## src/include/smsm_pkg.sv

```systemverilog
// Package for the supply mode state machine: register map, fields, modes, timing
package smsm_pkg;

  // ==========================================================
  // Clock and timing
  localparam int unsigned CLK_FREQ_HZ         = 100_000_000;
  localparam int unsigned RESET_DELAY_US      = 10;
  localparam int unsigned THERMAL_HOLD_MS     = 1000;
  localparam int unsigned FAILSAFE_MIN_MS     = 100;
  localparam int unsigned RESET_DELAY_CYC     = (RESET_DELAY_US * (CLK_FREQ_HZ / 1_000_000));
  localparam longint unsigned THERMAL_HOLD_CYC =
    longint'(THERMAL_HOLD_MS) * longint'(CLK_FREQ_HZ / 1000);
  localparam longint unsigned FAILSAFE_MIN_CYC =
    longint'(FAILSAFE_MIN_MS) * longint'(CLK_FREQ_HZ / 1000);
  localparam int unsigned MAX_WD_RESETS       = 3;

  // ==========================================================
  // APB register offsets (byte addresses)
  localparam logic [7:0] ADDR_MODE_CTRL   = 8'h00;
  localparam logic [7:0] ADDR_DEV_STATUS  = 8'h04;
  localparam logic [7:0] ADDR_WAKE_STAT_A = 8'h08;
  localparam logic [7:0] ADDR_WAKE_STAT_B = 8'h0c;
  localparam logic [7:0] ADDR_WATCHDOG_CONTROL_REG     = 8'h10;
  localparam logic [7:0] ADDR_XCVR_CTRL   = 8'h14;
  localparam logic [7:0] ADDR_SUPPLY_CTRL = 8'h18;
  localparam logic [7:0] ADDR_CUR_MODE    = 8'h1c;

  // ==========================================================
  // Mode control: mode command field
  localparam int unsigned MODE_LSB = 0;
  localparam int unsigned MODE_W   = 3;
  localparam logic [2:0] CMD_NORMAL = 3'h0;
  localparam logic [2:0] CMD_SLEEP  = 3'h1;
  localparam logic [2:0] CMD_STOP   = 3'h2;
  localparam logic [2:0] CMD_SWRST  = 3'h3;

  // Device status register fields
  localparam int unsigned ST_DEV_LSB   = 0;  // device_status_field [1:0]
  localparam int unsigned ST_WDF_LSB   = 2;  // watchdog_fail_field [3:2]
  localparam int unsigned ST_UV_BIT    = 4;
  localparam int unsigned ST_OV_BIT    = 5;
  localparam int unsigned ST_SC_BIT    = 6;
  localparam int unsigned ST_OT_BIT    = 7;
  localparam int unsigned ST_SPIF_BIT  = 8;
  localparam int unsigned ST_DEVM_BIT  = 9;
  localparam logic [1:0] DEVICE_STATUS_FIELD_RESTARTED = 2'h1;
  localparam logic [1:0] DEVICE_STATUS_FIELD_CLEAR     = 2'h0;

  // Watchdog control fields
  localparam int unsigned WD_RSTLIM_BIT = 0;

  // Supply control fields
  localparam int unsigned SUP_AUX_BIT   = 0;
  localparam int unsigned SUP_BOOST_BIT = 1;
  localparam int unsigned SUP_OVRST_BIT = 2;

  // Wake source indices
  localparam int unsigned WAKE_N   = 4;  // can, lin1, lin2, hv wake input
  localparam int unsigned WAKE_CAN = 0;

  // Transceiver modes, 2 bits each, 3 transceivers (can, lin1, lin2)
  localparam int unsigned XCVR_N = 3;
  localparam logic [1:0] XCVR_OFF     = 2'h0;
  localparam logic [1:0] XCVR_WAKECAP = 2'h1;
  localparam logic [1:0] XCVR_RXONLY  = 2'h2;
  localparam logic [1:0] XCVR_NORMAL  = 2'h3;

  // ==========================================================
  // Operating modes
  typedef enum logic [2:0] {
    SMSM_INIT, SMSM_NORMAL, SMSM_STOP, SMSM_SLEEP,
    SMSM_RESTART, SMSM_FAILSAFE, SMSM_DEVEL
  } smsm_mode_t;

  // Restart causes
  typedef enum logic [2:0] {
    SMSM_C_NONE, SMSM_C_WD, SMSM_C_UV, SMSM_C_OV, SMSM_C_WAKE, SMSM_C_OT, SMSM_C_SC, SMSM_C_SPI
  } smsm_cause_t;

endpackage : smsm_pkg

```

## src/logic/smsm_sync.sv

```systemverilog
// Two-flip-flop synchroniser for a vector of asynchronous levels
`timescale 1ns/10ps
module smsm_sync #(
  parameter int unsigned W = 1
) (
  // Clock and reset
  input  wire logic         sys_clk,
  input  wire logic         arst_n,
  // Data
  input  wire logic [W-1:0] d,
  output logic      [W-1:0] q
);

  logic [W-1:0] stage1;

  always_ff @(posedge sys_clk or negedge arst_n) begin
    if (!arst_n) begin
      stage1 <= '0;
      q      <= '0;
    end else begin
      stage1 <= d;
      q      <= stage1;
    end
  end

endmodule : smsm_sync

```

## src/logic/smsm_timer.sv

```systemverilog
// Down counter for hold times: load, count, done level
`timescale 1ns/10ps
module smsm_timer #(
  parameter int unsigned W = 28
) (
  // Clock and reset
  input  wire logic         sys_clk,
  input  wire logic         arst_n,
  // Control
  input  wire logic         load,
  input  wire logic [W-1:0] load_val,
  // Status
  output logic              done
);

  logic [W-1:0] cnt;

  always_ff @(posedge sys_clk or negedge arst_n) begin
    if (!arst_n) begin
      cnt  <= '0;
      done <= 1'b0;
    end else if (load) begin
      cnt  <= load_val;
      done <= 1'b0;
    end else if (cnt != '0) begin
      cnt  <= cnt - W'(1);
      done <= (cnt == W'(1));
    end else begin
      done <= 1'b1;
    end
  end

endmodule : smsm_timer

```

## src/logic/smsm_top.sv

```systemverilog
// Supply mode state machine with APB register file
// Behaviour
// RULE_01 - Sleep wake on can, lin or wake input goes via restart; source recorded
// RULE_02 - Sleep turns off main and boost; aux, lin, wake input kept
// RULE_03 - Host sets can wake capable or off before commanding sleep
// RULE_04 - Entering sleep, normal or receive-only transceivers become wake capable
// RULE_05 - In sleep, serial commands ignored with no response
// RULE_06 - Pending wake flags at sleep command cause immediate restart
// RULE_07 - Reset output goes low when sleep command accepted
// RULE_08 - Restart entry causes from normal, stop, sleep and fail-safe
// RULE_09 - Status after restart: device 01, watchdog fail, under/over voltage bits
// RULE_10 - Reset limit set: no watchdog resets after three consecutive
// RULE_11 - Restart exits to normal after cause clears and delay; reset released
// RULE_12 - Restart holds reset low, aux off, boost kept, serial ignored
// RULE_13 - Restart: active transceivers wake capable, others off or woken
// RULE_14 - Passing through restart shown in device status field
// RULE_15 - Overvoltage reset disabled after reset; only when enabled
// RULE_16 - Overtemp level 2 or main short enters fail-safe; regulators off
// RULE_17 - Fail-safe holds 1 s thermal, 100 ms other; wakes stored
// RULE_18 - Fail outputs set in fail-safe; restart never clears them
// RULE_19 - Fail-safe: all wake capable, static sense, regulators off, serial off
// RULE_20 - After fail-safe: device 01, overtemp or undervolt plus short
// RULE_21 - Test strap low in init plus any command enters development mode
// RULE_22 - Software reset ends development mode and blocks it afterwards
// RULE_23 - Sleep from stop sets serial failure and enters restart
// RULE_24 - In init any serial command moves to normal
// RULE_25 - One synchronous state machine with seven modes
`timescale 1ns/10ps
module smsm_top
  import smsm_pkg::*;
#(
  parameter int unsigned   TW                = 28,
  parameter logic [TW-1:0] RESET_DELAY       = TW'(RESET_DELAY_CYC),
  parameter logic [TW-1:0] THERMAL_HOLD      = TW'(THERMAL_HOLD_CYC),
  parameter logic [TW-1:0] FAILSAFE_MIN_HOLD = TW'(FAILSAFE_MIN_CYC)
) (
  // Clock and reset
  input  wire logic                  sys_clk,
  input  wire logic                  arst_n,
  // APB slave
  input  wire logic                  psel,
  input  wire logic                  penable,
  input  wire logic                  pwrite,
  input  wire logic [7:0]            paddr,
  input  wire logic [31:0]           pwdata,
  output logic      [31:0]           prdata,
  output logic                       pready,
  output logic                       pslverr,
  // Asynchronous monitor and wake inputs
  input  wire logic [WAKE_N-1:0]     wake_in,
  input  wire logic                  main_uv,
  input  wire logic                  main_ov,
  input  wire logic                  main_short,
  input  wire logic                  overtemp_level2,
  input  wire logic                  watchdog_fail_field,
  input  wire logic                  test_strap_pin,
  // Supply and pin controls
  output logic                       main_rail_en,
  output logic                       aux_rail_en,
  output logic                       boost_en,
  output logic                       reset_out_pin_n,
  output logic                       fail_outputs,
  output logic                       static_sense,
  output logic [2*XCVR_N-1:0]        xcvr_mode,
  output logic                       hv_wake_input_en
);

  // ========================================================
  // Input synchronisation
  localparam int unsigned SW = WAKE_N + 6;
  logic [SW-1:0] raw_in;
  logic [SW-1:0] syn_in;
  assign raw_in = {test_strap_pin, watchdog_fail_field, overtemp_level2, main_short, main_ov, main_uv,
                   wake_in};

  smsm_sync #(.W(SW)) u_sync (
    .sys_clk (sys_clk),
    .arst_n  (arst_n),
    .d       (raw_in),
    .q       (syn_in)
  );

  wire [WAKE_N-1:0] s_wake  = syn_in[WAKE_N-1:0];
  wire              s_uv    = syn_in[WAKE_N];
  wire              s_ov    = syn_in[WAKE_N+1];
  wire              s_sc    = syn_in[WAKE_N+2];
  wire              s_ot    = syn_in[WAKE_N+3];
  wire              s_wdf   = syn_in[WAKE_N+4];
  wire              s_test  = syn_in[WAKE_N+5];

  // ========================================================
  // State and registers
  smsm_mode_t          mode;
  smsm_mode_t          next_mode;
  smsm_cause_t         cause;
  logic [WAKE_N-1:0]   wake_stat_a;
  logic [WAKE_N-1:0]   wake_stat_b;
  logic [2*XCVR_N-1:0] xcvr_cfg;
  logic                aux_cfg;
  logic                boost_cfg;
  logic                ovrst_en;
  logic                rst_limit;
  logic [1:0]          device_status_field;
  logic [1:0]          wdf_field;
  logic                uv_flag;
  logic                ov_flag;
  logic                sc_flag;
  logic                ot_flag;
  logic                spi_fail;
  logic                swrst_seen;
  logic [1:0]          wd_rst_cnt;
  logic                wdf_q;
  logic                tmr_load;
  logic [TW-1:0]       tmr_val;
  logic                tmr_done;

  smsm_timer #(.W(TW)) u_timer (
    .sys_clk  (sys_clk),
    .arst_n   (arst_n),
    .load     (tmr_load),
    .load_val (tmr_val),
    .done     (tmr_done)
  );

  // ========================================================
  // APB decode
  wire       apb_acc  = psel && penable;
  wire       serial_off = (mode == SMSM_SLEEP) || (mode == SMSM_RESTART)
                          || (mode == SMSM_FAILSAFE);                     // RULE_05 RULE_12 RULE_19
  wire       apb_wr   = apb_acc && pwrite && !serial_off;
  wire       apb_any  = apb_acc && !serial_off;
  wire       wr_mode  = apb_wr && (paddr == ADDR_MODE_CTRL);
  wire [2:0] cmd      = pwdata[MODE_LSB +: MODE_W];
  wire       cmd_sleep = wr_mode && (cmd == CMD_SLEEP);
  wire       cmd_swrst = wr_mode && (cmd == CMD_SWRST);
  wire       stop_wr_ok = (paddr == ADDR_MODE_CTRL) || (paddr == ADDR_WAKE_STAT_A)
                          || (paddr == ADDR_WAKE_STAT_B);
  wire       stop_bad  = apb_wr && (mode == SMSM_STOP) && !stop_wr_ok;
  wire       map_hit   = (paddr[7:5] == 3'h0) && (paddr[1:0] == 2'h0);

  // Event decoding
  wire       wd_event  = s_wdf && !wdf_q;
  wire       wd_limited = rst_limit && (wd_rst_cnt == 2'(MAX_WD_RESETS));  // RULE_10
  wire       wd_reset  = wd_event && !wd_limited;
  wire       run_mode  = (mode == SMSM_NORMAL) || (mode == SMSM_STOP) || (mode == SMSM_DEVEL);
  wire       fs_cause  = s_ot || s_sc;                                    // RULE_16
  wire       rst_cause = s_uv || (s_ov && ovrst_en);                      // RULE_15
  wire       wake_pend = |wake_stat_a || |wake_stat_b;

  // ========================================================
  // Next mode
  always_comb begin
    next_mode = mode;
    case (mode)
      SMSM_INIT: begin
        if (fs_cause) begin
          next_mode = SMSM_FAILSAFE;
        end else if (apb_any) begin
          next_mode = (!s_test && !swrst_seen) ? SMSM_DEVEL : SMSM_NORMAL; // RULE_21 RULE_24
        end
      end
      SMSM_NORMAL, SMSM_STOP, SMSM_DEVEL: begin
        if (fs_cause) begin
          next_mode = SMSM_FAILSAFE;                                     // RULE_16
        end else if (cmd_swrst) begin
          next_mode = SMSM_INIT;                                         // RULE_22
        end else if (rst_cause || (wd_reset && mode != SMSM_DEVEL)) begin
          next_mode = SMSM_RESTART;                                      // RULE_08 RULE_21
        end else if (cmd_sleep) begin
          next_mode = (mode == SMSM_STOP || wake_pend) ? SMSM_RESTART
                                                       : SMSM_SLEEP;     // RULE_06 RULE_23
        end else if (wr_mode && cmd == CMD_STOP) begin
          next_mode = SMSM_STOP;
        end else if (wr_mode && cmd == CMD_NORMAL && mode == SMSM_STOP) begin
          next_mode = SMSM_NORMAL;
        end
      end
      SMSM_SLEEP: begin
        if (fs_cause) begin
          next_mode = SMSM_FAILSAFE;
        end else if (|s_wake) begin
          next_mode = SMSM_RESTART;                                      // RULE_01 RULE_08
        end
      end
      SMSM_FAILSAFE: begin
        if (tmr_done && !fs_cause && (wake_pend || |s_wake)) begin
          next_mode = SMSM_RESTART;                                      // RULE_17
        end
      end
      SMSM_RESTART: begin
        if (fs_cause) begin
          next_mode = SMSM_FAILSAFE;
        end else if (tmr_done && !rst_cause) begin
          next_mode = SMSM_NORMAL;                                       // RULE_11
        end
      end
      default: next_mode = SMSM_INIT;
    endcase
  end

  // Hold timer reloads on entry to restart or fail-safe
  assign tmr_load = (next_mode != mode)
                    && (next_mode == SMSM_RESTART || next_mode == SMSM_FAILSAFE);
  assign tmr_val  = (next_mode == SMSM_RESTART) ? RESET_DELAY
                  : (s_ot ? THERMAL_HOLD : FAILSAFE_MIN_HOLD);           // RULE_17

  // ========================================================
  // Mode state register
  always_ff @(posedge sys_clk or negedge arst_n) begin
    if (!arst_n) begin
      mode  <= SMSM_INIT;                                                // RULE_25
      wdf_q <= 1'b0;
    end else begin
      mode  <= next_mode;
      wdf_q <= s_wdf;
    end
  end

  // Restart cause capture
  always_ff @(posedge sys_clk or negedge arst_n) begin
    if (!arst_n) begin
      cause <= SMSM_C_NONE;
    end else if (next_mode == SMSM_FAILSAFE && mode != SMSM_FAILSAFE) begin
      cause <= s_ot ? SMSM_C_OT : SMSM_C_SC;
    end else if (next_mode == SMSM_RESTART && mode != SMSM_RESTART
                 && mode != SMSM_FAILSAFE) begin
      cause <= (mode == SMSM_SLEEP || cmd_sleep) && !rst_cause && !wd_reset ? SMSM_C_WAKE
             : s_uv      ? SMSM_C_UV
             : rst_cause ? SMSM_C_OV
             : wd_reset  ? SMSM_C_WD : SMSM_C_SPI;
    end
  end

  // ========================================================
  // Status flags; hardware set wins over software clear
  wire wr_status = apb_wr && (paddr == ADDR_DEV_STATUS);
  wire to_normal = (mode == SMSM_RESTART) && (next_mode == SMSM_NORMAL);

  always_ff @(posedge sys_clk or negedge arst_n) begin
    if (!arst_n) begin
      device_status_field  <= DEVICE_STATUS_FIELD_CLEAR;
      wdf_field <= 2'h0;
      uv_flag   <= 1'b0;
      ov_flag   <= 1'b0;
      sc_flag   <= 1'b0;
      ot_flag   <= 1'b0;
    end else if (to_normal) begin
      device_status_field  <= DEVICE_STATUS_FIELD_RESTARTED;                                   // RULE_09 RULE_14
      wdf_field <= (cause == SMSM_C_WD) ? 2'(wd_rst_cnt) : 2'h0;         // RULE_09
      uv_flag   <= (cause == SMSM_C_UV) || (cause == SMSM_C_SC);         // RULE_09 RULE_20
      ov_flag   <= (cause == SMSM_C_OV);
      sc_flag   <= (cause == SMSM_C_SC);                                 // RULE_20
      ot_flag   <= (cause == SMSM_C_OT);                                 // RULE_20
    end else if (wr_status) begin
      device_status_field  <= device_status_field & ~pwdata[ST_DEV_LSB +: 2];
      wdf_field <= wdf_field & ~pwdata[ST_WDF_LSB +: 2];
      uv_flag   <= uv_flag & ~pwdata[ST_UV_BIT];
      ov_flag   <= ov_flag & ~pwdata[ST_OV_BIT];
      sc_flag   <= sc_flag & ~pwdata[ST_SC_BIT];
      ot_flag   <= ot_flag & ~pwdata[ST_OT_BIT];
    end
  end

  // Serial failure, software reset memory, watchdog reset count
  always_ff @(posedge sys_clk or negedge arst_n) begin
    if (!arst_n) begin
      spi_fail   <= 1'b0;
      swrst_seen <= 1'b0;
      wd_rst_cnt <= 2'h0;
    end else begin
      if ((cmd_sleep && mode == SMSM_STOP) || stop_bad) begin
        spi_fail <= 1'b1;                                                // RULE_23
      end else if (wr_status && pwdata[ST_SPIF_BIT]) begin
        spi_fail <= 1'b0;
      end
      if (cmd_swrst) begin
        swrst_seen <= 1'b1;                                              // RULE_22
      end
      if (wd_reset && run_mode && mode != SMSM_DEVEL) begin
        wd_rst_cnt <= (wd_rst_cnt == 2'(MAX_WD_RESETS)) ? wd_rst_cnt : wd_rst_cnt + 2'h1;
      end else if (to_normal && cause != SMSM_C_WD) begin
        wd_rst_cnt <= 2'h0;
      end
    end
  end

  // Wake status: latched per source, set wins over write-one-to-clear
  wire wr_wka = apb_wr && (paddr == ADDR_WAKE_STAT_A);
  wire wr_wkb = apb_wr && (paddr == ADDR_WAKE_STAT_B);
  wire wake_a_set = (mode == SMSM_SLEEP) || (mode == SMSM_FAILSAFE);
  wire wake_b_set = run_mode;

  always_ff @(posedge sys_clk or negedge arst_n) begin
    if (!arst_n) begin
      wake_stat_a <= '0;
      wake_stat_b <= '0;
    end else begin
      wake_stat_a <= (wake_a_set ? s_wake : '0)
                   | (wake_stat_a & ~(wr_wka ? pwdata[WAKE_N-1:0] : '0));  // RULE_01 RULE_17
      wake_stat_b <= (wake_b_set ? s_wake : '0)
                   | (wake_stat_b & ~(wr_wkb ? pwdata[WAKE_N-1:0] : '0));
    end
  end

  // ========================================================
  // Configuration registers
  wire wr_xcvr = apb_wr && (paddr == ADDR_XCVR_CTRL) && (mode != SMSM_STOP);
  wire wr_sup  = apb_wr && (paddr == ADDR_SUPPLY_CTRL) && (mode != SMSM_STOP);
  wire wr_wd   = apb_wr && (paddr == ADDR_WATCHDOG_CONTROL_REG) && (mode != SMSM_STOP);

  // Transceiver modes for the next cycle
  logic [2*XCVR_N-1:0] next_xcvr_cfg;
  wire                 xcvr_fs   = (next_mode == SMSM_FAILSAFE);
  wire                 xcvr_park = (next_mode == SMSM_SLEEP) || (next_mode == SMSM_RESTART);

  for (genvar g = 0; g < XCVR_N; g++) begin : g_xcvr
    wire [1:0] cur  = wr_xcvr ? pwdata[2*g +: 2] : xcvr_cfg[2*g +: 2];
    wire       park = xcvr_park && (cur != XCVR_OFF);                        // RULE_04 RULE_13
    assign next_xcvr_cfg[2*g +: 2] = (xcvr_fs || park) ? XCVR_WAKECAP : cur; // RULE_19
  end

  always_ff @(posedge sys_clk or negedge arst_n) begin
    if (!arst_n) begin
      xcvr_cfg  <= '0;
      aux_cfg   <= 1'b0;
      boost_cfg <= 1'b0;
      ovrst_en  <= 1'b0;                                                 // RULE_15
      rst_limit <= 1'b0;
    end else if (mode == SMSM_FAILSAFE) begin
      xcvr_cfg  <= next_xcvr_cfg;
      aux_cfg   <= 1'b0;
    end else begin
      xcvr_cfg  <= next_xcvr_cfg;
      if (wr_sup) begin
        aux_cfg   <= pwdata[SUP_AUX_BIT];
        boost_cfg <= pwdata[SUP_BOOST_BIT];
        ovrst_en  <= pwdata[SUP_OVRST_BIT];
      end else if (mode == SMSM_RESTART) begin
        aux_cfg   <= 1'b0;                                               // RULE_12
      end
      if (wr_wd) begin
        rst_limit <= pwdata[WD_RSTLIM_BIT];
      end
    end
  end

  // ========================================================
  // Pin outputs, all registered
  wire sup_off = (next_mode == SMSM_SLEEP) || (next_mode == SMSM_FAILSAFE);

  always_ff @(posedge sys_clk or negedge arst_n) begin
    if (!arst_n) begin
      main_rail_en     <= 1'b1;
      aux_rail_en      <= 1'b0;
      boost_en         <= 1'b0;
      reset_out_pin_n  <= 1'b0;
      fail_outputs     <= 1'b0;
      static_sense     <= 1'b0;
      xcvr_mode        <= '0;
      hv_wake_input_en <= 1'b0;
    end else begin
      main_rail_en     <= !sup_off;                                      // RULE_02 RULE_16
      aux_rail_en      <= aux_cfg && !(next_mode inside {SMSM_RESTART, SMSM_FAILSAFE}); // RULE_12
      boost_en         <= boost_cfg && !sup_off;                         // RULE_02 RULE_12
      reset_out_pin_n  <= (next_mode != SMSM_SLEEP) && (next_mode != SMSM_RESTART)
                          && (next_mode != SMSM_FAILSAFE)
                          && !(mode == SMSM_INIT && !tmr_done);          // RULE_07 RULE_11
      if (next_mode == SMSM_FAILSAFE) begin
        fail_outputs <= 1'b1;                                            // RULE_18
      end else if (mode == SMSM_INIT) begin
        fail_outputs <= 1'b0;
      end
      static_sense     <= (mode == SMSM_FAILSAFE);                       // RULE_19
      xcvr_mode        <= next_xcvr_cfg;
      hv_wake_input_en <= (mode == SMSM_FAILSAFE) || (mode == SMSM_SLEEP)
                          || (mode == SMSM_NORMAL) || (mode == SMSM_STOP);
    end
  end

  // ========================================================
  // APB read path and answer
  wire [31:0] status_word = 32'({ (mode == SMSM_DEVEL), spi_fail, ot_flag, sc_flag,
                                  ov_flag, uv_flag, wdf_field, device_status_field });
  logic [31:0] rd_mux;
  always_comb begin
    case (paddr)
      ADDR_MODE_CTRL:   rd_mux = 32'h0;
      ADDR_DEV_STATUS:  rd_mux = status_word;
      ADDR_WAKE_STAT_A: rd_mux = 32'(wake_stat_a);
      ADDR_WAKE_STAT_B: rd_mux = 32'(wake_stat_b);
      ADDR_WATCHDOG_CONTROL_REG:     rd_mux = 32'(rst_limit);
      ADDR_XCVR_CTRL:   rd_mux = 32'(xcvr_cfg);
      ADDR_SUPPLY_CTRL: rd_mux = 32'({ovrst_en, boost_cfg, aux_cfg});
      ADDR_CUR_MODE:    rd_mux = 32'(mode);
      default:          rd_mux = 32'h0;
    endcase
  end

  always_ff @(posedge sys_clk or negedge arst_n) begin
    if (!arst_n) begin
      prdata  <= '0;
      pready  <= 1'b0;
      pslverr <= 1'b0;
    end else begin
      pready  <= psel && !penable && !serial_off;                        // RULE_05
      pslverr <= psel && !penable && !map_hit;
      prdata  <= (psel && !penable && !pwrite) ? rd_mux : 32'h0;
    end
  end

endmodule : smsm_top
```

## config.mk

```make
export PLATFORM = sky130hd
export DESIGN_NAME = smsm_top
export DESIGN_NICKNAME = d
export VERILOG_FILES = /design/src/include/smsm_pkg.sv /design/src/logic/smsm_sync.sv /design/src/logic/smsm_timer.sv /design/src/logic/smsm_top.sv
export SDC_FILE = /design/constraint.sdc
export NUM_CORES = 1
export LEC_CHECK = 0
export BUFFER_PORTS_ARGS = -buffer_cell sky130_fd_sc_hd__buf_2
export CAP_MARGIN = 20
export CORE_MARGIN = 2
export CORE_UTILIZATION = 40
export CTS_BUF_LIST = sky130_fd_sc_hd__clkbuf_8 sky130_fd_sc_hd__clkbuf_16
export DETAILED_ROUTE_END_ITERATION = 10
export HOLD_SLACK_MARGIN = 0.06
export PLACE_DENSITY = 0.59
export SYNTH_ARGS = -nofsm -noshare
export SYNTH_HDL_FRONTEND = slang
export SYNTH_HIERARCHICAL = 1
export SYNTH_SLANG_ARGS = --single-unit
```

## constraint.sdc

```tcl
create_clock -name sys_clk -period 4.6 [get_ports sys_clk]
set_clock_uncertainty 0.1 [all_clocks]
set_input_delay 1.38 -clock sys_clk [delete_from_list [all_inputs] [get_ports sys_clk]]
set_output_delay 1.38 -clock sys_clk [all_outputs]
set_load 0.005 [all_outputs]
```

# Word-level counts from Yosys, hierarchy flattened

Cells that the tools add are included.

Output and inout port bits: 47
Input port bits: 55
Bits in registers: 127

Equality and inequality tests: 37
Add/subtract/negate cells: 2
Multiplexer cells: 64
Bitwise gates (word level): 19
Reduce and logical (&&, ||, !) cells: 120

Operator list:

| operator                                                              | number |
|---|---|
| 10-bit one-hot mux with 7 select lines                                | 1 |
| 3-bit two-way mux                                                     | 21 |
| 1-bit logical AND                                                     | 56 |
| 28-bit two-way mux                                                    | 2 |
| 27-bit two-way mux                                                    | 2 |
| 8-bit by 5-bit == test with 1-bit output (second input constant)      | 4 |
| 32-bit two-way mux                                                    | 1 |
| 2-bit two-way mux                                                     | 15 |
| 28-bit by 1-bit == test with 1-bit output (second input constant)     | 1 |
| 28-bit nonzero test                                                   | 1 |
| 28-bit by 1-bit subtractor with 28-bit output (second input constant) | 1 |
| 1-bit logical OR                                                      | 24 |
| 3-bit by 2-bit == test with 1-bit output (second input constant)      | 7 |
| 3-bit == test (second input constant)                                 | 7 |
| 2-bit nonzero test                                                    | 10 |
| 1-bit two-way mux                                                     | 17 |
| 8-bit by 4-bit == test with 1-bit output (second input constant)      | 2 |
| 1-bit logical NOT                                                     | 16 |
| 4-bit two-way mux                                                     | 4 |
| 3-bit != test (second input constant)                                 | 5 |
| 3-bit one-hot mux with 5 select lines                                 | 1 |
| 3-bit by 1-bit == test with 1-bit output (second input constant)      | 4 |
| 4-bit OR reduction                                                    | 3 |
| 3-bit logical NOT                                                     | 3 |
| 19 further kinds                                                      | 34 |

# Longest topological paths before layout

Gate-level depths: netlist (run 1).

Depth after elaboration: 20
Mapped depth: 18

# By module

Netlist (run 1), hierarchy kept.

By module, submodules not included:

| module     | instances | area each (um^2) | cells each |
|---|---|---|---|
| smsm_top   | 1         | 3275.6           | 346 |
| smsm_timer | 1         | 1805.5           | 212 |
| smsm_sync  | 1         | 500.5            | 20 |

# Least setup slack after synthesis (run 1)

No wires, ideal clock.

Path type: input to register
Start point: in paddr[7]
End point: reg u_timer.cnt[15]
Slack: 0.022 ns
Stages: 16
Data arrival time: 4.354 ns
Buffers on the path: 4
Required time: 4.376 ns
Path through: nor4_2 nand2_1 or4_4 a211oi_1 o31a_1 buf_2 xnor2_1 a21oi_1 clkbuf_1 nor2_1 nand3_1 or4_1 buf_2 buf_6 a21oi_2 nor3_1

Word-level cells in the longest chain between the ends: 15

RTL lines:

| element                                                  | RTL line         | RTL |
|---|---|---|
| start: declaration                                       | smsm_top.sv:44   | `input wire logic [7:0] paddr,` |
| 8-bit logical NOT (*)                                    | smsm_top.sv:132  | `wire wr_mode = apb_wr && (paddr == ADDR_MODE_CTRL);` |
| 1-bit logical AND (*)                                    | smsm_top.sv:132  |  |
| 1-bit logical AND (2 in series)                          | smsm_top.sv:174  | `end else if (wr_mode && cmd == CMD_NORMAL && mode == SMSM_STOP) begin` |
| 3-bit two-way mux                                        | smsm_top.sv:174  |  |
| 3-bit two-way mux                                        | smsm_top.sv:172  | `end else if (wr_mode && cmd == CMD_STOP) begin` |
| 3-bit two-way mux                                        | smsm_top.sv:169  | `end else if (cmd_sleep) begin` |
| 3-bit two-way mux                                        | smsm_top.sv:167  | `end else if (rst_cause \|\| (wd_reset && mode != SMSM_DEVEL)) begin` |
| 3-bit two-way mux (*)                                    | smsm_top.sv:165  | `end else if (cmd_swrst) begin` |
| 3-bit two-way mux (*)                                    | smsm_top.sv:163  | `if (fs_cause) begin` |
| 3-bit one-hot mux with 5 select lines (*)                | smsm_top.sv:154  | `case (mode)` |
| 3-bit == test                                            | smsm_top.sv:203  | `&& (next_mode == SMSM_RESTART \|\| next_mode == SMSM_FAILSAFE);` |
| 1-bit logical OR                                         | smsm_top.sv:203  |  |
| 1-bit logical AND (*)                                    | smsm_top.sv:203  |  |
| via tmr_load                                             | smsm_top.sv:113  | `logic tmr_load;` |
| 28-bit two-way mux or 2-bit nonzero test (tied branches) | n/a              |  |
| end signal: assignment                                   | smsm_timer.sv:23 | `cnt <= load_val;` |
| end signal: assignment                                   | smsm_timer.sv:26 | `cnt <= cnt - W'(1);` |
| end: declaration                                         | smsm_timer.sv:16 | `logic [W-1:0] cnt;` |

Mark *: on every way through the listed nets, which the timed path passes. The rest lies on a longest branch.
A chain may end at the register's enable or synchronous reset.

# Worst setup path in the final report (run 1)

Start point: in paddr[7]
End point: reg u_timer.cnt[6]

Same word-level chain as after synthesis.

==> results of run 1 <==
-- cell type report --
type / instances / share of cell area [%]
clock buffers: 9 / 3.46
clock inverters: 7 / 1.10
inverters: 14 / 0.826
multi-input cells: 439 / 41.7
flip-flops and latches: 105 / 40.4
well taps: 180 / 3.46
repair buffers: 94 / 9.11
-- power breakdown --
group          total [W]  switching [W]  internal (W)
clock           0.000766       0.000345      0.000421
combinational    0.00130       0.000726      0.000576
sequential       0.00137       0.000229       0.00114
-- through the flow --
stage	hold slack, ns	cell area [um2]	worst slack (ns)
2_1_floorplan	0.231	5690	0.0225
3_3_place_gp	0.232	6210	-0.0196
3_5_place_dp	0.235	6210	-0.0320
4_1_cts	0.251	6510	0.344
5_1_grt	0.255	6510	0.0634
6_report	0.249	6510	0.330
-- cell usage in the layout (no fill, tap or decap), drive strengths merged, types with 12 or more instances in the layout --
cell type | synthesis | final
nand3 | 12 | 12
inv | 13 | 13
conb | 1 | 30
nor3 | 27 | 27
nor3b | 12 | 12
buf | 35 | 94
nand2 | 60 | 60
nand4 | 12 | 12
dfrtp | 104 | 104
o21ai | 29 | 29
xnor2 | 13 | 13
nor4 | 22 | 22
nor2 | 47 | 47
a21oi | 41 | 41
-- path summary, 6_finish.rpt --
path	cells past startpoint	endpoint	slack (ns)
worst min register to register	0	u_sync/q[4]	0.25
worst min-delay path	0	u_sync/q[4]	0.25
max in group asynchronous	2	u_timer/cnt[3]	2.53
worst max-delay path	15	u_timer/cnt[6]	0.33
min in group asynchronous	1	wake_stat_b[3]	1.10
worst max register to register	13	u_timer/cnt[6]	0.69
-- routing by layer --
metal / track usage (%) / up-vias
li1: - / 2219
met1: 27.9 / 2235
met2: 30.9 / 136
met3: 3.04 / 19
met4: 7.26 / 0
met5: 0 / -
-- cells by family (layout without fill, tap and decap cells) --
group | Yosys count | count (layout)
flip-flops | 105 | 105
AND/OR/NAND/NOR | 246 | 246
multiplexers | 20 | 20
adder cells (fa/ha/maj) | 4 | 4
AO/OA/AOI/OAI | 126 | 126
other | 1 | 30
XOR/XNOR | 13 | 13
buffers and inverters | 63 | 124
-- sequential cells by signal, summed over array words and instances (netlist names), 2 cells and up --
signal	flops
cause	3
device_status_field	2
mode	3
prdata	10
u_sync/q	10
u_sync/stage1	10
u_timer/cnt	28
wake_stat_a	4
wake_stat_b	4
wd_rst_cnt	2
wdf_field	2
xcvr_mode	6
==> metrics.yaml, run 1 <==
logic_synthesis:
  synth_xor_area_share_pct: 2.04
  synth_area_um2: 5580
  synth_edf_count: 0
  synth_seq_cells: 105
  synthTopCellsByArea: "dfrtp_1 (47%), nand2_1 (4.0%), buf_4 (3.2%), nor2_1 (3.2%), a21oi_1 (3.0%)"
  synth.mux.area_fraction_pct: 4.19
  synth_top_area_share_pct: 46.6
  syn_inst: 578
  seq_area_frac_synth_pct: 47.1
  yosysTopAreaCell: "dfrtp_1"
  synth-compound-area-share_pct: 15.6
  synth_top_family_by_area: "simple AND/OR/NAND/NOR gates"
  synthSimpleGateAreaFrac_pct: 23.8
  synth-main-ff-cell: "dfrtp_1"
  synth_most_common_cell: "dfrtp_1"
  async_reset_ff_share_pct: 100
  ys_warn_count: 6
  ys_types: 73
  synthAdderAreaFrac_pct: 0.897
  synthTopCellsByCount: "dfrtp_1 (104), nand2_1 (59), nor2_1 (47), a21oi_1 (33), nor3_1 (27)"
  syn_avg_cell_area_um2: 9.66
route:
  routed_via_density: 5.44
  routed_wl_mm: 13.9
  routedLengthMet1_mm: 6.70
  num_vias: 4609
  topRoutingLayerUsed: "met4"
  met2WireLength_mm: 6.26
  antenna_left: 0
  post_drt_wl_per_cell_um: 16.4
  drc_errors: 0
  drt_first_iter_violations: 384
  drtPass1Iterations: 5
  dr_wl_met3_um: 752
flow_run:
  cap_violations: 0
hold_path:
  hp-start: "u_sync/stage1[4]"
  hold_path.class: "reg2reg"
floorplan:
  core_region_area_um2: 13800
  ios: 102
  die_w_um: 122
  die_area_um2: 14900
  initial_utilization_pct: 40.5
  die_y_um: 122
  num_rows: 43
clock_network:
  numCtsBuffers: 9
  cts_setup_buffers: 0
  cts.repair.resized: 0
  clk_latency_ns: 0.35
  cts_tree: "yes"
  clock_path_buffers: 2
  hold_buffers: 0
  cts-root-buf: "clkbuf_16"
  htreeDepth: 3
  clock-sinks: 105
  clk_pin_slew_worst_paths_ns: 0.07
place:
  gp_congestion: 0.865
  hpwl_mm: 10.3
  dp.cells: 832
  port_buffers: 56
setup_path:
  max_stage_delay_ns: 0.54
  cp_max_fo: 6
  crit_top_cell: "a21oi_1"
  end_kind: "flip-flop"
  startpoint_type: "input port"
  cp_data_arrival_time_ns: 4.39
  cp_top_family: "simple AND/OR/NAND/NOR gates"
  cp_num_buf_inv: 3
  critPathRequiredTime_ns: 4.72
  cp_cell_sequence: "buf_2 > or4_1 > nor4_1 > buf_4 > nand2_1 > a21oi_1 > o31a_1 > xnor2_1 > a21oi_1 > nor2_1 > nand3_1 > or4_1 > buf_4 > a21oi_1 > a311oi_1"
  critPathLaunch: "paddr[7]"
  critical_path_class: "in2reg"
  r2r_start: "mode[2]"
  slowest_stage: "or4_1"
final_layout:
  post-route-util_pct: 47.3
  multi_input_area_um2: 2710
  final_layout_size_suffix_gt1_share_pct: 22.6
  area_growth_pct: 16.6
  num-nets-final: 722
  fill_cells: 1317
  insertedDiodeCount: 0
  regArea_um2: 2630
  stdcell_count: 848
timing:
  finalHoldViolations: 0
  timing.final.crit_share_pct: 92.8
  worstMarginPinSlew_ns: 1.00
  rsz0062_at_grt: "false"
  min_period_ns: 4.27
  drv_slew: 0
  fmax_mhz: 234
  tns_ns: 0
  setup_violations: 0
  max-slew-margin-rel_pct: 33.3
pwr:
  ir_worst_vdd_mv: 0.256
  power_density_nw_per_um2: 528
  finalPower_w: 0.00343
  cellLeakagePower_nw: 2.83
grt:
  overflow: 0
  antenna_found_initial: 0
  grt_pass1_wl_mm: 22.8
  grt_pass1_vias: 4475
  grt_max_degree: 81
  grt_util_all_layers_pct: 19.8
status:
  status: "complete, no violations"
(Power assumes the default switching activity.)
==> run 2, diff against run 1 <==
--- a/config.mk
+++ b/config.mk
@@ -7,7 +7,6 @@
 export LEC_CHECK = 0
 export BUFFER_PORTS_ARGS = -buffer_cell sky130_fd_sc_hd__buf_2
 export CAP_MARGIN = 20
-export CORE_MARGIN = 2
 export CORE_UTILIZATION = 40
 export CTS_BUF_LIST = sky130_fd_sc_hd__clkbuf_8 sky130_fd_sc_hd__clkbuf_16
 export DETAILED_ROUTE_END_ITERATION = 10
==> run 2 against run 1 <==
  * Register-to-register slack got worse by 0.05 ns
  * Fmax rose by 0.16%
  * Total power fell by 2.0%
  * Clock-buffer cell count did not move
  * Global-route usage rose by 0.58 points
  * Sequential power barely moved
  * Cell count fell by 1.1%
  * Hold slack barely moved
  * Non-clock buffer count fell by 4
  * Critical endpoint is now u_timer/cnt[14]
  * Highest routed layer unchanged
==> metrics.yaml, run 2 (same netlist as run 1, synthesis figures left out) <==
timing:
  max-slew-margin-rel_pct: 43.5  # was 33.3%
  fmax_mhz: 235  # was 234 MHz
  timing.final.crit_share_pct: 92.7  # was 92.8%
  setup_violations: 0  # unchanged
  worstMarginPinSlew_ns: 0.826  # was 1.00 ns
  rsz0062_at_grt: "false"  # unchanged
  finalHoldViolations: 0  # unchanged
  min_period_ns: 4.26  # was 4.27 ns
  drv_slew: 0  # unchanged
setup_path:
  rr_worst_depth: 13  # unchanged
  cp_data_arrival_time_ns: 4.40  # was 4.39 ns
  end_kind: "flip-flop"  # unchanged
  r2r_setup_slack_ns: 0.64  # was 0.69 ns
  crit_top_cell: "a21oi_1"  # unchanged
  reg2reg_to: "u_timer/cnt[14]"  # was u_timer/cnt[6]
  cp_max_fo: 18  # was 6
  max_stage_delay_ns: 0.54  # about the same
  startpoint_type: "input port"  # unchanged
  r2r_start: "mode[2]"  # unchanged
  critical_path_class: "in2reg"  # unchanged
  cp_cell_sequence: "buf_2 > or4_1 > nor4_1 > buf_4 > nand2_1 > a21oi_1 > o31a_1 > xnor2_1 > a21oi_1 > nor2_1 > nand3_1 > or4_1 > buf_4 > a21oi_1 > nor3_1"  # was buf_2 > or4_1 > nor4_1 > buf_4 > nand2_1 > a21oi_1 > o31a_1 > xnor2_1 > a21oi_1 > nor2_1 > nand3_1 > or4_1 > buf_4 > a21oi_1 > a311oi_1
  critPathRequiredTime_ns: 4.74  # was 4.72 ns
  slowest_stage: "or4_1"  # unchanged
clock_network:
  cts_setup_buffers: 0  # unchanged
  clk_pin_slew_worst_paths_ns: 0.07  # about the same
  cts.repair.resized: 0  # unchanged
  htreeDepth: 3  # unchanged
  hold_buffers: 0  # unchanged
  cts_tree: "yes"  # unchanged
  cts-root-buf: "clkbuf_16"  # unchanged
  numCtsBuffers: 9  # unchanged
  clk_latency_ns: 0.35  # about the same
  clock_path_buffers: 2  # unchanged
  clock-sinks: 105  # unchanged
pwr:
  cellLeakagePower_nw: 2.80  # was 2.83 nW
  power_density_nw_per_um2: 523  # was 528 nW/um2
  finalPower_w: 0.00337  # was 0.00343 W
  ir_worst_vdd_mv: 0.699  # was 0.256 mV
grt:
  grt_pass1_vias: 4374  # was 4475
  grt_max_degree: 41  # was 81
  grt_pass1_wl_mm: 22.8  # about the same
  grt_util_all_layers_pct: 20.4  # was 19.8%
  overflow: 0  # unchanged
  antenna_found_initial: 0  # unchanged
place:
  port_buffers: 56  # unchanged
  hpwl_mm: 10.1  # was 10.3 mm
  placed_area_um2: 6170  # was 6210 um2
  gp_congestion: 0.896  # was 0.865
final_layout:
  area_growth_pct: 15.3  # was 16.6%
  final_layout_size_suffix_gt1_share_pct: 21.9  # was 22.6%
  num-nets-final: 718  # was 722
  insertedDiodeCount: 0  # unchanged
  largest-register: "u_timer/cnt"  # unchanged
  mostFrequentLayoutCells: "dfrtp_1 (104), nand2_1 (59), buf_2 (55)"  # unchanged
  largest_reg_flops: 28  # unchanged
  final_common_cell: "dfrtp_1"  # unchanged
  design_area_um2: 6440  # was 6510 um2
route:
  antenna_left: 0  # unchanged
  routed_via_density: 5.49  # was 5.44
  num_vias: 4608  # was 4609
  drc_errors: 0  # unchanged
  drt_first_iter_violations: 464  # was 384
  routed_wl_mm: 13.9  # about the same
  post_drt_wl_per_cell_um: 16.5  # was 16.4 um
  drtPass1Iterations: 5  # unchanged
floorplan:
  num_rows: 42  # was 43
  initial_utilization_pct: 41.7  # was 40.5%
  ios: 102  # unchanged
  die_w_um: 120  # was 122 um
  die_area_um2: 14400  # was 14900 um2
  core_region_area_um2: 13400  # was 13800 um2
  die_y_um: 120  # was 122 um
hold_path:
  hold_path.class: "reg2reg"  # unchanged
  hold_depth: 0  # unchanged
  hp-start: "u_sync/stage1[5]"  # was u_sync/stage1[4]
  holdPathEnd: "u_sync/q[5]"  # was u_sync/q[4]
flow_run:
  cap_violations: 0  # unchanged
status:
  status: "complete, no violations"  # unchanged
-- run 2: metrics by stage --
stage          worst slack [ns]  hold WS [ns]  instances  setup TNS (ns)  util, %
6_report                  0.337         0.249        839               0     48.0
4_1_cts                   0.327         0.250        839               0     48.0
2_1_floorplan            0.0225         0.231        607               0        -
5_1_grt                  0.0618         0.255        839               0     48.0
3_5_place_dp            -0.0306         0.235        824         -0.0480     46.0
3_3_place_gp            0.00610         0.233        824               0     46.0
-- run 2: how the worst max path moves through the flow --
stage          startpoint               to  slack, ns  cells past startpoint
2_1_floorplan    paddr[7]  u_timer/cnt[15]       0.02                     16
3_3_place_gp     paddr[7]  u_timer/cnt[14]      0.006                     15
3_5_place_dp     paddr[7]  u_timer/cnt[14]      -0.03                     15
4_1_cts          paddr[7]  u_timer/cnt[14]       0.33                     15
5_1_grt          paddr[7]  u_timer/cnt[14]       0.06                     15
6_report         paddr[7]  u_timer/cnt[14]       0.34                     15
-- run 2: power by group --
part	internal [W]	switching [W]	leakage, nW
combinational	0.000558	0.000724	1.42
clock	0.000367	0.000348	0.130
sequential	0.00114	0.000229	1.25
total	0.00206	0.00130	2.80
-- run 2: layout make-up --
cell class	instances	area, um2
Timing Repair Buffer	90	551
Inverter	14	53.8
Tap cell	176	220
Multi-Input combinational cell	439	2710
Clock buffer	9	225
Fill cell	1264	6960
Clock inverter	6	45.0
Sequential cell	105	2630
-- run 2: layer usage --
layer	vias to the layer above	GRT usage [%]	part of all wire [%]
met2	163	30.2	44
met4	0	8.98	2.2
met5	-	0	0
li1	2203	-	-
met3	23	3.94	6.4
met1	2219	28.8	47
-- run 2: critical path, delay by kind of cell --
kind,cells,cell delay (ns)
compound gates,4,0.58
xor+xnor,1,0.13
buf+inv,3,0.53
simple gates,7,1.78
==> run 3, diff against run 2 <==
--- a/config.mk
+++ b/config.mk
@@ -5,13 +5,14 @@
 export SDC_FILE = /design/constraint.sdc
 export NUM_CORES = 1
 export LEC_CHECK = 0
+export ABC_AREA = 1
 export BUFFER_PORTS_ARGS = -buffer_cell sky130_fd_sc_hd__buf_2
 export CAP_MARGIN = 20
 export CORE_UTILIZATION = 40
 export CTS_BUF_LIST = sky130_fd_sc_hd__clkbuf_8 sky130_fd_sc_hd__clkbuf_16
 export DETAILED_ROUTE_END_ITERATION = 10
 export HOLD_SLACK_MARGIN = 0.06
-export PLACE_DENSITY = 0.59
+export PLACE_DENSITY = 0.58
 export SYNTH_ARGS = -nofsm -noshare
 export SYNTH_HDL_FRONTEND = slang
 export SYNTH_HIERARCHICAL = 1
==> run 3 against run 2 <==
  * Cell count is 25% higher
  * Routed wire length is 3.9% higher
  * Flip-flop and latch count stayed put
  * Hold slack better by 0.0011 ns
  * Sequential power hardly changed
  * Die area is 6.9% higher
  * Setup slack better by 0.43 ns
  * Fmax is 11% higher
  * Clock-buffer cell count is 1 higher
  * Non-clock buffer count is 29 lower
  * Total power is 7.9% higher
  * Register-to-register slack better by 0.67 ns
  * Largest power group is now combinational cells
  * Highest routed layer unchanged
==> metrics.yaml, run 3 <==
logic_synthesis:
  ys_types: 48  # was 73
  yosysTopAreaCell: "dfrtp_1"  # unchanged
  synth_most_common_cell: "nand2_1"  # was dfrtp_1
  async_reset_ff_share_pct: 100  # unchanged
  syn_avg_cell_area_um2: 7.57  # was 9.66 um2
  synth_seq_cells: 105  # unchanged
  synthTopCellsByCount: "nand2_1 (172), nor2_1 (129), dfrtp_1 (104), inv_1 (100), o21ai_0 (56)"  # was dfrtp_1 (104), nand2_1 (59), nor2_1 (47), a21oi_1 (33), nor3_1 (27)
  synth_area_um2: 5970  # was 5580 um2
  synth_top_area_share_pct: 43.6  # was 46.6%
  synth_edf_count: 0  # unchanged
  syn_inst: 789  # was 578
  synth-main-ff-cell: "dfrtp_1"  # unchanged
  seq_area_frac_synth_pct: 44.0  # was 47.1%
  synthTopCellsByArea: "dfrtp_1 (44%), nand2_1 (11%), nor2_1 (8.1%), inv_1 (6.3%), o21ai_0 (4.7%)"  # was dfrtp_1 (47%), nand2_1 (4.0%), buf_4 (3.2%), nor2_1 (3.2%), a21oi_1 (3.0%)
  ys_warn_count: 6  # unchanged
grt:
  grt_pass1_vias: 4754  # was 4374
  grt_util_all_layers_pct: 20.3  # was 20.4%
  antenna_found_initial: 0  # unchanged
  grt_pass1_wl_mm: 23.7  # was 22.8 mm
  grt_max_degree: 66  # was 41
  overflow: 0  # unchanged
final_layout:
  mostFrequentLayoutCells: "nand2_1 (172), nor2_1 (129), dfrtp_1 (104)"  # was dfrtp_1 (104), nand2_1 (59), buf_2 (55)
  fill_cells: 1521  # was 1264
  largest_reg_flops: 28  # unchanged
  insertedDiodeCount: 0  # unchanged
  final_layout_size_suffix_gt1_share_pct: 15.8  # was 21.9%
  design_area_um2: 6700  # was 6440 um2
  num-nets-final: 916  # was 718
  area_growth_pct: 12.2  # was 15.3%
  final_common_cell: "nand2_1"  # was dfrtp_1
  largest-register: "u_timer/cnt"  # unchanged
pwr:
  cellLeakagePower_nw: 3.33  # was 2.80 nW
  power_density_nw_per_um2: 542  # was 523 nW/um2
  ir_worst_vdd_mv: 0.278  # was 0.699 mV
clock_network:
  cts_tree: "yes"  # unchanged
  cts_setup_buffers: 0  # unchanged
  cts-root-buf: "clkbuf_16"  # unchanged
  clock_path_buffers: 2  # unchanged
  clock-sinks: 105  # unchanged
  clk_latency_ns: 0.36  # was 0.35 ns
  numCtsBuffers: 9  # unchanged
  cts.repair.resized: 0  # unchanged
  clk_pin_slew_worst_paths_ns: 0.07  # about the same
  hold_buffers: 0  # unchanged
  htreeDepth: 3  # unchanged
route:
  num_vias: 5071  # was 4608
  routed_wl_mm: 14.4  # was 13.9 mm
  drc_errors: 0  # unchanged
  post_drt_wl_per_cell_um: 13.8  # was 16.5 um
  routed_via_density: 4.85  # was 5.49
  drt_first_iter_violations: 311  # was 464
  antenna_left: 0  # unchanged
  drtPass1Iterations: 4  # was 5
setup_path:
  critical_path_class: "in2reg"  # unchanged
  cp_max_fo: 19  # was 18
  end_kind: "flip-flop"  # unchanged
  startpoint_type: "input port"  # unchanged
  cp_data_arrival_time_ns: 3.98  # was 4.40 ns
  rr_worst_depth: 22  # was 13
  r2r_setup_slack_ns: 1.31  # was 0.64 ns
  reg2reg_to: "u_timer/cnt[24]"  # was u_timer/cnt[14]
  r2r_start: "mode[2]"  # unchanged
  critPathRequiredTime_ns: 4.75  # was 4.74 ns
place:
  place_ws_ns: 0.424  # was -0.0306 ns
  gp_congestion: 0.886  # was 0.896
  hpwl_mm: 10.8  # was 10.1 mm
  port_buffers: 56  # unchanged
  placed_area_um2: 6400  # was 6170 um2
timing:
  fmax_mhz: 261  # was 235 MHz
  min_period_ns: 3.83  # was 4.26 ns
  setup_violations: 0  # unchanged
  tns_ns: 0  # unchanged
  drv_slew: 0  # unchanged
  rsz0062_at_grt: "false"  # unchanged
  max-slew-margin-rel_pct: 41.4  # was 43.5%
  finalHoldViolations: 0  # unchanged
  timing.final.crit_share_pct: 83.3  # was 92.7%
  worstMarginPinSlew_ns: 0.870  # was 0.826 ns
  setup_slack_ns: 0.770  # was 0.337 ns
hold_path:
  hold_depth: 0  # unchanged
  hp-start: "u_sync/stage1[0]"  # was u_sync/stage1[5]
  holdPathEnd: "u_sync/q[0]"  # was u_sync/q[5]
  hold_path.class: "reg2reg"  # unchanged
floorplan:
  num_rows: 44  # was 42
  initial_utilization_pct: 41.1  # was 41.7%
  die_y_um: 124  # was 120 um
  die_w_um: 124  # was 120 um
  ios: 102  # unchanged
  die_area_um2: 15400  # was 14400 um2
  core_region_area_um2: 14500  # was 13400 um2
status:
  status: "complete, no violations"  # unchanged
flow_run:
  cap_violations: 0  # unchanged
==> run 3: changes by cell type in the layout (fill, tap and decap cells not counted), moves of 16 or more <==
cell,delta
nor2_2,+16
o21ai_0,+39
nor4_1,-17
buf_4,-28
nand2_1,+113
nor2_1,+82
nor3_1,-18
nand3_1,+42
inv_1,+86
==> run 3: power breakdown <==
part	switching, W	internal, W
logic	0.00100	0.000515
clock network	0.000373	0.000394
registers	0.000204	0.00114
==> run 3: cell type report <==
type	count	area (um2)	share of cell area (%)
Clock buffer	10	239	3.57
Clock inverter	6	60.1	0.897
Inverter	109	414	6.18
Tap cell	184	230	3.44
Timing Repair Buffer	61	320	4.78
Sequential cell	105	2630	39.2
Multi-Input combinational cell	571	2810	41.9
==> run 3: worst max path at each step <==
stage	start	to	slack [ns]	depth (start not counted)
finish	paddr[1]	u_timer/cnt[24]	0.77	22
global route	paddr[1]	u_timer/cnt[27]	0.38	22
CTS	paddr[1]	u_timer/cnt[17]	0.79	22
detailed placement	paddr[1]	u_timer/cnt[17]	0.42	22
global placement	paddr[1]	u_timer/cnt[24]	0.44	22
floorplan	paddr[1]	u_timer/cnt[3]	0.81	21
==> run 3: through the flow <==
stage                     power (W)  util (%)  instances  hold slack, ns
after floorplan             0.00250         -        818           0.231
after global placement      0.00288      44.0       1030           0.233
after detailed placement    0.00289      44.0       1030           0.235
after CTS                   0.00367      46.1       1046           0.253
after global routing        0.00397      46.1       1046           0.264
final                       0.00363      46.1       1046           0.250
==> run 3: logic make-up (layout without fill, tap and decap cells) <==
family	after synthesis	after routing	synth area share, %
xor+xnor	9	9	1.32
fa+ha+maj	4	4	0.838
flops	105	105	44.0
other cells	1	30	0.0628
simple gates	424	424	32.9
compound gates	103	103	9.91
buf+inv	142	186	10.8
mux	1	1	0.189
==> run 3: critical path, stage by stage <==
cell and delay (ns):
buf_2 0.10, nor2_1 0.18, nand2_1 0.11, nor2_1 0.35
nand2_1 0.12, inv_2 0.07, nand2_1 0.09, inv_2 0.09
nor2_2 0.05, nand2_1 0.05, nand2_1 0.05, nand2_2 0.12
nand2_4 0.11, xor2_1 0.16, o21ai_0 0.15, inv_1 0.07
clkinv_1 0.10, nand2_2 0.13, nor2_8 0.33, nor2_1 0.08
nand2_1 0.07, inv_1 0.03
==> run 3: layer usage <==
metal	part of all wire (%)	vias to the layer above	GRT usage, %	wire (um)
met5	0	-	0	0
met4	1.8	0	6.62	257
met3	5.3	18	4.08	761
met2	44	137	31.6	6360
met1	49	2314	28.3	7010
li1	-	2602	-	-
